--- src/logic/ttbc_consts.vh ---
// register map, field positions and codes of the trace and break controller
`ifndef TTBC_CONSTS_VH
`define TTBC_CONSTS_VH
// register byte addresses
`define TTBC_OFS_CMPA   8'h00
`define TTBC_OFS_CMPB   8'h04
`define TTBC_OFS_CMPC   8'h08
`define TTBC_OFS_CTRL   8'h0c
`define TTBC_OFS_TRIG   8'h10
`define TTBC_OFS_STAT   8'h14
`define TTBC_OFS_FIFO   8'h20
`define TTBC_OFS_FEND   8'h3c
// debug_control_reg fields
`define TTBC_C_EN       7
`define TTBC_C_ARM      6
`define TTBC_C_TAG      5
`define TTBC_C_BRK      4
`define TTBC_C_COMP_A_RW_ENABLE    3
`define TTBC_C_RWA      2
`define TTBC_C_COMP_B_RW_ENABLE    1
`define TTBC_C_RWB      0
`define TTBC_C_LOOP     8
// trigger_config_reg fields
`define TTBC_T_QUAL     7
`define TTBC_T_BEGIN    6
// value word: ext byte holds address bit 16 and the paged flag
`define TTBC_V_PAGED    23
// trigger mode codes
`define TTBC_M_A        4'h0
`define TTBC_M_AORB     4'h1
`define TTBC_M_ATHENB   4'h2
`define TTBC_M_EVB      4'h3
`define TTBC_M_AEVB     4'h4
`define TTBC_M_AANDB    4'h5
`define TTBC_M_ANOTB    4'h6
`define TTBC_M_IN       4'h7
`define TTBC_M_OUT      4'h8
// fifo depth and full count
`define TTBC_FULL       4'h8
`endif

--- src/logic/ttbc_comparator.v ---
// one address comparator with its own opcode tracking circuit
`timescale 1ns/10ps
module ttbc_comparator #(
    parameter W = 17
) (
    // clock and reset
    input  wire         clk,
    input  wire         rst,
    // compare value and bus
    input  wire [W-1:0] value,
    input  wire [W-1:0] addr,
    input  wire         cyc,
    input  wire         rw_ok,
    // instruction queue tracking
    input  wire         opfetch,
    input  wire         exec,
    input  wire [W-1:0] exec_addr,
    input  wire         flush,
    // results
    output wire         match,
    output wire         qual
);

    reg pend_reg;
    reg pend_next;

    // full-width equality on each bus cycle
    assign match = cyc && rw_ok && (addr == value);

    // opcode fetched at the compare address, later confirmed executed
    assign qual = pend_reg && exec && (exec_addr == value);

    always @* begin
        pend_next = pend_reg;
        if (flush || qual)
            pend_next = 1'b0;
        if (match && opfetch)
            pend_next = 1'b1;
    end

    // tracking state
    always @(posedge clk) begin
        if (rst)
            pend_reg <= 1'b0;
        else
            pend_reg <= pend_next;
    end

endmodule

--- src/logic/ttbc_top.v ---
// trace trigger and break controller with apb registers and capture fifo
//
// The register offsets and the APB slave port were decided locally.
`timescale 1ns/10ps
`include "ttbc_consts.vh"
// Functional notes
// - arming, triggering and storing only while the module enable bit is set
// - A and C compare address with 17-bit values; all matches reach controller
// - B compares address, or data against its low byte in full modes
// - full modes use A read/write controls for A and B; B's ignored
// - loop-once mode makes C track last capture outside event-only modes, not a breakpoint
// - arming with enable in loop-once mode clears comparator C value, unless a capture in the arming cycle loads it
// - loop-once, except event-only modes: equal to C suppresses capture, else store and load C
// - C update copies paged access indicator into paged select flag
// - end-of-run break request only with break enable set
// - begin run breaks at 8 words, end run breaks at trigger
// - kind select 0 gives force-type break request
// - kind select 1 enters a tag into instruction queue, except the begin-run full break, which stays force-type
// - break enable and kind apply to all three comparators
// - qualify select requires opcode execution for A trigger, and for B outside full modes, except in event-only modes
// - each comparator owns its own opcode tracker
// - end runs: raw match breaks, qualified signal stops capture
// - begin runs: qualified signal starts capture, break when full
// - begin trigger stores until 8 locations filled, then stops
// - end trigger stores until trigger, oldest dropped beyond 8
// - mode 0101 is A and B same cycle, 0110 A and not B
// - arm and its image clear at end trigger or begin fifo full
// - event-only modes always behave as begin-trigger runs
module ttbc_top #(
    parameter AW = 17,
    parameter DEPTH = 8
) (
    // clock and reset
    input  wire          REF_CLK,
    input  wire          RESET,
    // apb slave
    input  wire          PSEL,
    input  wire          PENABLE,
    input  wire          PWRITE,
    input  wire [7:0]    PADDR,
    input  wire [31:0]   PWDATA,
    output wire          PREADY,
    output wire          PSLVERR,
    output reg  [31:0]   PRDATA,
    // core buses
    input  wire          CORE_CYC,
    input  wire [AW-1:0] CORE_ADDR,
    input  wire          CORE_RW,
    input  wire [7:0]    CORE_RDATA,
    input  wire [7:0]    CORE_WDATA,
    input  wire [1:0]    CORE_COF,
    input  wire          CORE_PAGED_ACCESS_INDICATOR,
    // instruction queue
    input  wire          CORE_OPFETCH,
    input  wire          CORE_EXEC,
    input  wire [AW-1:0] CORE_EXEC_ADDR,
    input  wire          CORE_FLUSH,
    // break requests
    output reg           BRK_FORCE,
    output reg           BRK_TAG
);

    localparam PW = $clog2(DEPTH);

    ////////////////////////////////////////////////////////////////////////
    // registers
    reg  [23:0]   cmpa_reg;
    reg  [23:0]   cmpb_reg;
    reg  [23:0]   cmpc_reg;
    reg  [8:0]    ctrl_reg;
    reg  [7:0]    trig_reg;
    reg  [2:0]    flag_reg;
    reg  [3:0]    cnt_reg;
    reg  [PW-1:0] wptr_reg;
    reg  [AW:0]   fifo_reg [0:DEPTH-1];
    reg  [AW-1:0] prev_reg;
    reg           seq_reg;
    reg           go_reg;
    reg           arm_q_reg;
    wire          en;
    wire          armed;
    wire          loop_once_capture_mode;
    wire          full_m;
    wire          ev_m;
    wire          begin_eff;
    wire          wr;
    wire          rd_setup;
    wire          mapped;
    wire [3:0]    mode;
    wire          rwa_ok;
    wire          rwb_ok;
    wire          ma;
    wire          mb_addr;
    wire          mc;
    wire          qa;
    wire          qb;
    wire          qc_unused;
    wire          mb;
    wire          ta;
    wire          tb;
    wire [7:0]    dbus;
    wire          range_in;
    reg           trig_raw;
    reg           trig_q;
    reg           store;
    reg  [AW:0]   word;
    wire          cof_any;
    wire          dup;
    wire          fill_done;
    wire          arm_rise;
    integer       i;

    assign en = ctrl_reg[`TTBC_C_EN];
    assign armed = en && ctrl_reg[`TTBC_C_ARM];
    assign loop_once_capture_mode = ctrl_reg[`TTBC_C_LOOP];
    assign mode = trig_reg[3:0];
    assign full_m = (mode == `TTBC_M_AANDB) || (mode == `TTBC_M_ANOTB);
    assign ev_m = (mode == `TTBC_M_EVB) || (mode == `TTBC_M_AEVB);
    assign begin_eff = trig_reg[`TTBC_T_BEGIN] || ev_m;

    ////////////////////////////////////////////////////////////////////////
    // comparators
    // full modes: A controls choose direction for both A and B
    assign rwa_ok = !ctrl_reg[`TTBC_C_COMP_A_RW_ENABLE] || (CORE_RW == ctrl_reg[`TTBC_C_RWA]);
    assign rwb_ok = full_m ? rwa_ok :
                    (!ctrl_reg[`TTBC_C_COMP_B_RW_ENABLE] || (CORE_RW == ctrl_reg[`TTBC_C_RWB]));
    // write data bus only when enable 1 and select 0
    assign dbus = (ctrl_reg[`TTBC_C_COMP_A_RW_ENABLE] && !ctrl_reg[`TTBC_C_RWA]) ?
                  CORE_WDATA : CORE_RDATA;

    ttbc_comparator #(.W(AW)) u_cmpa (
        .clk       (REF_CLK),
        .rst       (RESET),
        .value     (cmpa_reg[AW-1:0]),
        .addr      (CORE_ADDR),
        .cyc       (CORE_CYC && armed),
        .rw_ok     (rwa_ok),
        .opfetch   (CORE_OPFETCH),
        .exec      (CORE_EXEC),
        .exec_addr (CORE_EXEC_ADDR),
        .flush     (CORE_FLUSH),
        .match     (ma),
        .qual      (qa)
    );

    ttbc_comparator #(.W(AW)) u_cmpb (
        .clk       (REF_CLK),
        .rst       (RESET),
        .value     (cmpb_reg[AW-1:0]),
        .addr      (CORE_ADDR),
        .cyc       (CORE_CYC && armed),
        .rw_ok     (rwb_ok),
        .opfetch   (CORE_OPFETCH),
        .exec      (CORE_EXEC),
        .exec_addr (CORE_EXEC_ADDR),
        .flush     (CORE_FLUSH),
        .match     (mb_addr),
        .qual      (qb)
    );

    ttbc_comparator #(.W(AW)) u_cmpc (
        .clk       (REF_CLK),
        .rst       (RESET),
        .value     (cmpc_reg[AW-1:0]),
        .addr      (CORE_ADDR),
        .cyc       (CORE_CYC && en && !loop_once_capture_mode),
        .rw_ok     (1'b1),
        .opfetch   (CORE_OPFETCH),
        .exec      (CORE_EXEC),
        .exec_addr (CORE_EXEC_ADDR),
        .flush     (CORE_FLUSH),
        .match     (mc),
        .qual      (qc_unused)
    );

    // data compare against low byte in full modes
    assign mb = full_m ? (CORE_CYC && armed && rwb_ok && (dbus == cmpb_reg[7:0]))
                       : mb_addr;
    // qualified trigger inputs, event-only modes exempt, and B in full modes
    assign ta = (trig_reg[`TTBC_T_QUAL] && !ev_m) ? qa : ma;
    assign tb = (trig_reg[`TTBC_T_QUAL] && !ev_m && !full_m) ? qb : mb;
    assign range_in = (CORE_ADDR >= cmpa_reg[AW-1:0]) && (CORE_ADDR <= cmpb_reg[AW-1:0]);

    // trigger decode by mode; raw for break, qualified for fifo
    always @* begin
        trig_raw = 1'b0;
        trig_q = 1'b0;
        case (mode)
            `TTBC_M_A: begin
                trig_raw = ma;
                trig_q = ta;
            end
            `TTBC_M_AORB: begin
                trig_raw = ma || mb;
                trig_q = ta || tb;
            end
            `TTBC_M_ATHENB, `TTBC_M_AEVB: begin
                trig_raw = seq_reg && mb;
                trig_q = seq_reg && tb;
            end
            `TTBC_M_EVB: begin
                trig_raw = mb;
                trig_q = mb;
            end
            `TTBC_M_AANDB: begin
                trig_raw = ma; // tag break uses A only
                trig_q = ta && mb;
            end
            `TTBC_M_ANOTB: begin
                trig_raw = ma;
                trig_q = ta && !mb && CORE_CYC;
            end
            `TTBC_M_IN: begin
                trig_raw = CORE_CYC && armed && range_in;
                trig_q = trig_raw;
            end
            `TTBC_M_OUT: begin
                trig_raw = CORE_CYC && armed && !range_in;
                trig_q = trig_raw;
            end
            default: begin
                trig_raw = 1'b0;
                trig_q = 1'b0;
            end
        endcase
    end

    ////////////////////////////////////////////////////////////////////////
    // capture
    assign cof_any = CORE_CYC && (CORE_COF != 2'b00);
    // word to capture: read data in event-only modes, else destination or branch source
    always @* begin
        word = {CORE_PAGED_ACCESS_INDICATOR, CORE_ADDR};
        if (ev_m)
            word = {{(AW-7){1'b0}}, CORE_RDATA};
        else if (!CORE_COF[1])
            word = {CORE_PAGED_ACCESS_INDICATOR, prev_reg - {{(AW-2){1'b0}}, 2'b10}};
    end
    assign dup = loop_once_capture_mode && !arm_rise && (word[AW-1:0] == cmpc_reg[AW-1:0]);
    // storing window: end runs until trigger, begin runs after it
    always @* begin
        store = 1'b0;
        if (armed && ev_m) begin
            store = trig_q; // data at the event, first event included
        end else if (armed && (!begin_eff || go_reg)) begin
            store = cof_any && !dup;
        end
        if (!begin_eff && trig_q)
            store = 1'b0;
    end
    assign fill_done = begin_eff && store && (cnt_reg == `TTBC_FULL - 4'h1);
    assign arm_rise = armed && !arm_q_reg;

    // fifo storage, circular so oldest falls out
    always @(posedge REF_CLK) begin
        if (RESET) begin
            wptr_reg <= {PW{1'b0}};
            for (i = 0; i < DEPTH; i = i + 1)
                fifo_reg[i] <= {(AW+1){1'b0}};
        end else if (store) begin
            fifo_reg[wptr_reg] <= word;
            wptr_reg <= wptr_reg + {{(PW-1){1'b0}}, 1'b1};
        end
    end

    // valid count, saturating at eight
    always @(posedge REF_CLK) begin
        if (RESET)
            cnt_reg <= 4'h0;
        else if (arm_rise)
            cnt_reg <= {3'h0, store}; // a store in the arming cycle still counts
        else if (store && cnt_reg != `TTBC_FULL)
            cnt_reg <= cnt_reg + 4'h1;
    end

    // run state: sequence, begin-run started, previous address
    always @(posedge REF_CLK) begin
        if (RESET) begin
            seq_reg <= 1'b0;
            go_reg <= 1'b0;
            arm_q_reg <= 1'b0;
            prev_reg <= {AW{1'b0}};
        end else begin
            arm_q_reg <= armed;
            if (CORE_CYC)
                prev_reg <= CORE_ADDR;
            if (!armed) begin
                seq_reg <= 1'b0;
                go_reg <= 1'b0;
            end else begin
                if (ta)
                    seq_reg <= 1'b1;
                if (begin_eff && trig_q)
                    go_reg <= 1'b1;
            end
        end
    end

    ////////////////////////////////////////////////////////////////////////
    // break requests
    always @(posedge REF_CLK) begin
        if (RESET) begin
            BRK_FORCE <= 1'b0;
            BRK_TAG <= 1'b0;
        end else begin
            BRK_FORCE <= 1'b0;
            BRK_TAG <= 1'b0;
            if (en && ctrl_reg[`TTBC_C_BRK]) begin
                if (begin_eff) begin
                    if (fill_done)
                        BRK_FORCE <= 1'b1;
                end else if (armed && trig_raw) begin
                    BRK_FORCE <= !ctrl_reg[`TTBC_C_TAG];
                    BRK_TAG <= ctrl_reg[`TTBC_C_TAG];
                end
                if (mc) begin
                    BRK_FORCE <= !ctrl_reg[`TTBC_C_TAG];
                    BRK_TAG <= ctrl_reg[`TTBC_C_TAG];
                end
            end
        end
    end

    ////////////////////////////////////////////////////////////////////////
    // apb slave, zero wait states
    assign wr = PSEL && PENABLE && PWRITE;
    assign rd_setup = PSEL && !PENABLE && !PWRITE;
    assign mapped = (PADDR[1:0] == 2'b00) && ((PADDR <= `TTBC_OFS_STAT) ||
                    ((PADDR >= `TTBC_OFS_FIFO) && (PADDR <= `TTBC_OFS_FEND)));
    assign PREADY = 1'b1;
    assign PSLVERR = PSEL && PENABLE && !mapped;

    // control, trigger config, comparator values and flags
    always @(posedge REF_CLK) begin
        if (RESET) begin
            cmpa_reg <= 24'h0;
            cmpb_reg <= 24'h0;
            cmpc_reg <= 24'h0;
            ctrl_reg <= 9'h0;
            trig_reg <= 8'h0;
            flag_reg <= 3'h0;
        end else begin
            if (wr && PADDR == `TTBC_OFS_CMPA)
                cmpa_reg <= PWDATA[23:0];
            if (wr && PADDR == `TTBC_OFS_CMPB)
                cmpb_reg <= PWDATA[23:0];
            if (wr && PADDR == `TTBC_OFS_CMPC)
                cmpc_reg <= PWDATA[23:0];
            // config locked while armed
            if (wr && PADDR == `TTBC_OFS_TRIG && !ctrl_reg[`TTBC_C_ARM])
                trig_reg <= PWDATA[7:0];
            // auto disarm at end of run
            if ((!begin_eff && trig_q && armed) || fill_done)
                ctrl_reg[`TTBC_C_ARM] <= 1'b0;
            if (wr && PADDR == `TTBC_OFS_CTRL)
                ctrl_reg <= PWDATA[8:0];
            // loop-once tracking owns comparator C
            if (loop_once_capture_mode && store && !ev_m)
                cmpc_reg <= {word[AW], {(23-AW){1'b0}}, word[AW-1:0]};
            else if (arm_rise && loop_once_capture_mode)
                cmpc_reg <= 24'h0;
            // match flags, cleared on arming, set wins
            if (armed)
                flag_reg <= (arm_rise ? 3'h0 : flag_reg) | {ma && !full_m ||
                                        trig_q && full_m, mb && !full_m ||
                                        trig_q && full_m, mc};
        end
    end

    // read data captured in the setup phase
    always @(posedge REF_CLK) begin
        if (RESET)
            PRDATA <= 32'h0;
        else if (rd_setup) begin
            PRDATA <= 32'h0;
            case (PADDR)
                `TTBC_OFS_CMPA: PRDATA <= {8'h0, cmpa_reg};
                `TTBC_OFS_CMPB: PRDATA <= {8'h0, cmpb_reg};
                `TTBC_OFS_CMPC: PRDATA <= {8'h0, cmpc_reg};
                `TTBC_OFS_CTRL: PRDATA <= {23'h0, ctrl_reg};
                `TTBC_OFS_TRIG: PRDATA <= {24'h0, trig_reg};
                `TTBC_OFS_STAT: PRDATA <= {{(21-PW){1'b0}}, wptr_reg, cnt_reg, flag_reg, 3'h0, armed};
                default: begin
                    if (PADDR >= `TTBC_OFS_FIFO && PADDR <= `TTBC_OFS_FEND)
                        PRDATA <= {{(31-AW){1'b0}}, fifo_reg[PADDR[4:2]]};
                end
            endcase
        end
    end

endmodule

--- config.mk ---
export PLATFORM = sky130hd
export DESIGN_NAME = ttbc_top
export DESIGN_NICKNAME = d
export VERILOG_FILES = /design/src/logic/ttbc_comparator.v /design/src/logic/ttbc_top.v
export VERILOG_INCLUDE_DIRS = /design/src /design/src/logic
export SDC_FILE = /design/constraint.sdc
export NUM_CORES = 1
export LEC_CHECK = 0
export BUFFER_PORTS_ARGS = -buffer_cell sky130_fd_sc_hd__buf_2
export CAP_MARGIN = 20
export CORE_ASPECT_RATIO = 0.75
export CORE_UTILIZATION = 35
export DETAILED_ROUTE_END_ITERATION = 16
export PLACE_DENSITY = 0.57
export SLEW_MARGIN = 0
export SYNTH_ARGS = -nofsm -noshare
export SYNTH_HDL_FRONTEND = slang
export SYNTH_HIERARCHICAL = 1
export SYNTH_SLANG_ARGS = --single-unit
export TNS_END_PERCENT = 30
--- constraint.sdc ---
create_clock -name REF_CLK -period 6.7 [get_ports REF_CLK]
set_input_delay 0 -clock REF_CLK [delete_from_list [all_inputs] [get_ports REF_CLK]]
set_output_delay 0 -clock REF_CLK [all_outputs]
set_load 0.1 [all_outputs]
# Word level (Yosys, flattened, before mapping)
# Memories as Yosys holds them, arrays and structs flattened.
# Index checks and enable logic that the tools add are counted.
[totals]
register_bits = 155
mem_bits_rw = 144
input_bits = 103
out_inout_bits = 36
elab_cells = 205
n_memories = 1
[memory_table]
columns = ["memory", "words", "width", "read_ports", "rd_ports_with_merged_regs", "wr", "line_no", "text"]
rows = [
  ["fifo_reg", 8, 18, 1, 0, 8, "ttbc_top.v:75", "reg [AW:0] fifo_reg [0:DEPTH-1];"],
]
[classes]
n_addsub = 3
magnitude_cmp = 5
n_eq_ne = 24
mux = 41
n_bitwise = 3
reduce_logical = 108
[op_table]
columns = ["operator", "n"]
rows = [
  ["24-bit case mux with 6 select lines", 1],
  ["17-bit equality test", 6],
  ["24-bit two-way mux", 3],
  ["1-bit logical AND", 61],
  ["18-bit two-way mux", 3],
  ["1-bit two-way mux", 27],
  ["4-bit by 3-bit equality test with 1-bit output (second input constant)", 5],
  ["18-bit OR reduction", 1],
  ["17-bit greater-or-equal comparator", 1],
  ["17-bit <= comparator", 1],
  ["1-bit logical NOT", 17],
  ["17-bit two-way mux", 1],
  ["17-bit by 2-bit subtractor with 17-bit output (second input constant)", 1],
  ["8-bit by 4-bit equality test with 1-bit output (second input constant)", 2],
  ["8-bit by 5-bit equality test with 1-bit output (second input constant)", 2],
  ["1-bit logical OR", 14],
  ["2-bit nonzero test", 5],
  ["4-bit by 2-bit equality test with 1-bit output (second input constant)", 2],
  ["8-bit by 3-bit equality test with 1-bit output (second input constant)", 1],
  ["8-bit equality test", 1],
  ["8-bit by 6-bit greater-or-equal comparator with 1-bit output (second input constant)", 1],
  ["8-bit by 5-bit <= comparator with 1-bit output (second input constant)", 1],
  ["8-bit by 6-bit <= comparator with 1-bit output (second input constant)", 1],
  ["8-bit logical NOT", 1],
  ["18 further kinds", 25],
]

# Logic depth before layout (Yosys ltp)
[depth]
depth_word = 17
ltp_mapped = 16
ltp_nobuf = 12

# Cells and area by module
# The synthesis kept the hierarchy.
[modules_own_cells]
columns = ["mod", "instances", "cells_per_inst", "area_each_um2", "seq_area_each_um2"]
rows = [
  ["ttbc_top", 1, 1637, 15803.9, 7226.9],
  ["ttbc_comparator", 3, 52, 451.7, 20.0],
]

# Least setup slack after synthesis
# OpenSTA, ideal clock, no wires.
[synth_timing]
kind = "flip-flop to flip-flop"
start = "register cmpb_reg[6]"
end = "memory fifo_reg[5][0] (netlist bit) (enable)"
setup_ps = 418
t_arrival_ps = 4015
required_time_ps = 6282
path_slack_ps = 2267
stages_incl_launch_ff = 13
path_buffers = 1
synth_period_minus_slack_ps = 4433
cell_sequence = "dfxtp_1 -> inv_1 -> ha_1 -> a21o_1 -> a221o_1 -> a211oi_1 -> o21ai_0 -> a32o_1 -> a21o_1 -> o31ai_2 -> nand3_1 -> buf_2 -> o21ai_0"
[synth_lines]
columns = ["item", "line_no", "text"]
rows = [
  ["start, declared", "ttbc_top.v:68", "reg [23:0] cmpb_reg;"],
  ["start signal, assigned", "ttbc_top.v:346", "cmpb_reg <= PWDATA[23:0];"],
  ["end, declared", "ttbc_top.v:75", ""],
]

==> run metrics <==
WP buf/inv=1; largest net degree at the start of global routing=67; TritonCTS Buffers=31; Slew HR=between 20% and 30%; Min-Delay Path Class=primary input to flop; slew at the pin with the worst max-slew slack=1.13 ns; synthesis-to-finish area growth=16.1%; crit-path max cell delay=around 1.0 ns; clk slew on worst S/H paths=around 0.06 ns; RSZ-0062 raised after global routing=false; Setup violations, final=0; Pins Over Slew Limit=0; worst-case vdd ir drop=0.201 mV; first-pass GRT wire length=88,900 um; number of port buffers=121; DRC viols=0; outcome=complete, no violations; die area=approximately 0.049 sq mm; Setup crit end kind=flop; CTS tree=yes; Clock Sinks=a little under 300; final net count=roughly 2,000; TritonRoute pass-1 iters=5; Die Ht=~190 um; Total Neg Setup Slack=0 ns; via count=between 10,000 and 15,000; Clock Latency Late Sink=slightly above 0.6 ns; dpl cells=2,436; Post-DP HPWL=around 43,000 um; fmax=around 0.18 GHz; CTS Buffer Depth=3; core area=0.0476 sq mm; hold path depth=4; min Tclk post-route=5.48 ns; Static Leakage=6.97 nW; post-synthesis instance area=about 0.017 sq mm; Worst Reg-to-Reg Cells=10; placed cell area=approximately 0.018 sq mm; max_cap viols=0; Crit path max-delay family=simple AND/OR/NAND/NOR gates; Post-Layout Cell Count=about 2,600; setup slack, reg-to-reg=1.22 ns; share of layout cells above drive strength 1=about 18%; CTS HTree Levels=1; Worst EP arrival=between 5 and 6 ns; crit share post-route=81.8%; top fanout value on the critical path=31; skew final=0.0276 ns; FF-to-FF End=fifo_reg[0][1]; routability cong.=0.965; Die Width=256 um; initial DRC count=about 1,900; Startpoint Class=flop; ant diodes=0; final instance area=~0.020 sq mm; DR WL/cell=23.8 um; hold worst-path end=fifo_reg[4][6]; initial antenna violation count=0; CP max stage cell=nand2_1; Resized cells post-CTS=0; Worst Path Required=6.92 ns; reg2reg start=trig_reg[2]; GRT Overall Usage=roughly a quarter; crit path cell chain=nor4b_2 > nor2_2 > buf_4 > mux2i_2 > xor2_1 > o2111ai_2 > nor4_4 > a21oi_2 > nand4b_2 > nand2_1; vias in the first global route=between 10,000 and 15,000; Ys Warns=6; DR vias/cell=5.75; Starting Density=35.6%; Fin. Hold Viols=0; I/O pin count=~140; Antenna Violating Nets Remaining=0; max reg flops=between 100 and 150; Crit Path Class=flop to flop; Syn Area/Cell=9.59 sq um; grt total ovfl=0; FP Rows=69; WL final=60,800 um; PwrDens=between 200 and 250 mW/mm^2; Gate Count Post-Synth=1,765; worst hold start=CORE_RDATA[6]; Clock Tree Root=clkbuf_16
==> area by class of cell <==
class	count	area, sq um
clock buffers	44	901
clock inverters	14	170
fillers	4697	27900
inverters	57	214
multi-input cells	1301	8900
flip-flops and latches	291	7270
well taps	639	800
repair buffers	204	1400
==> worst reg2reg max path, delay by kind of cell, from the launching register on <==
kind	cells	cell delay [ns]
XOR/XNOR	1	0.18
flip-flops	1	0.66
buffers and inverters	1	0.30
AO/OA/AOI/OAI	2	0.58
AND/OR/NAND/NOR	5	2.59
multiplexers	1	0.78
==> layer usage <==
metal	GRT usage, %	wire [um]
met1	36.5	28100
met2	34.0	24400
met3	5.61	6850
met4	5.99	1420
met5	0	0
==> per-stage QoR <==
stage | utilization (%) | worst slack [ns] | hold slack (ns) | power, mW
after floorplan | - | 2.27 | 0.136 | 2.27
after global placement | 37.8 | 1.50 | 0.269 | 2.45
after detailed placement | 37.8 | 1.44 | 0.277 | 2.46
after CTS | 41.2 | 1.39 | 0.0395 | 4.29
after global routing | 41.3 | 1.02 | 0.0240 | 4.40
final | 41.3 | 1.22 | 0.0449 | 4.27
==> power breakdown <==
group | internal (mW) | switching (mW)
combinational | 0.182 | 0.338
clock | 1.06 | 0.762
sequential | 1.91 | 0.0216
total | 3.15 | 1.12
==> worst max path at each step <==
stage / slack [ns] / depth (start not counted) / start / to
after floorplan: 2.27 / 12 / cmpb_reg[6] / fifo_reg[5][0]
after global placement: 1.50 / 12 / trig_reg[1] / fifo_reg[0][1]
after detailed placement: 1.44 / 10 / trig_reg[2] / fifo_reg[0][14]
after CTS: 1.39 / 12 / trig_reg[1] / fifo_reg[0][1]
after global routing: 1.02 / 12 / trig_reg[1] / fifo_reg[0][0]
final: 1.22 / 10 / trig_reg[2] / fifo_reg[0][1]
==> what timing repair did <==
action,CTS,global route
hold buffers,52,0
hold endpoints to repair,143,0
buffers inserted,0,0
==> cells in the final DEF (no fill, tap or decap), types with 7 or more instances in the layout <==
master	instances
dlygate4sd3_1	52
edfxtp_1	144
and3_1	7
nor2_2	15
mux2_2	26
nand2b_1	19
nand2_1	204
or3_1	9
a31oi_1	8
ha_1	38
mux2i_1	57
o221ai_1	7
nor3_1	90
a221oi_1	11
dfxtp_1	147
a21o_1	7
conb_1	10
nor2b_1	19
buf_2	119
nor4_1	18
o21ai_0	34
buf_4	30
nor2_1	193
nor4_2	11
xnor2_1	47
nand3_1	29
nand4_1	16
mux2_4	14
clkbuf_16	32
xor2_1	58
inv_1	55
a21oi_1	175
mux4_2	40
Power figures use the tool's default switching activity.
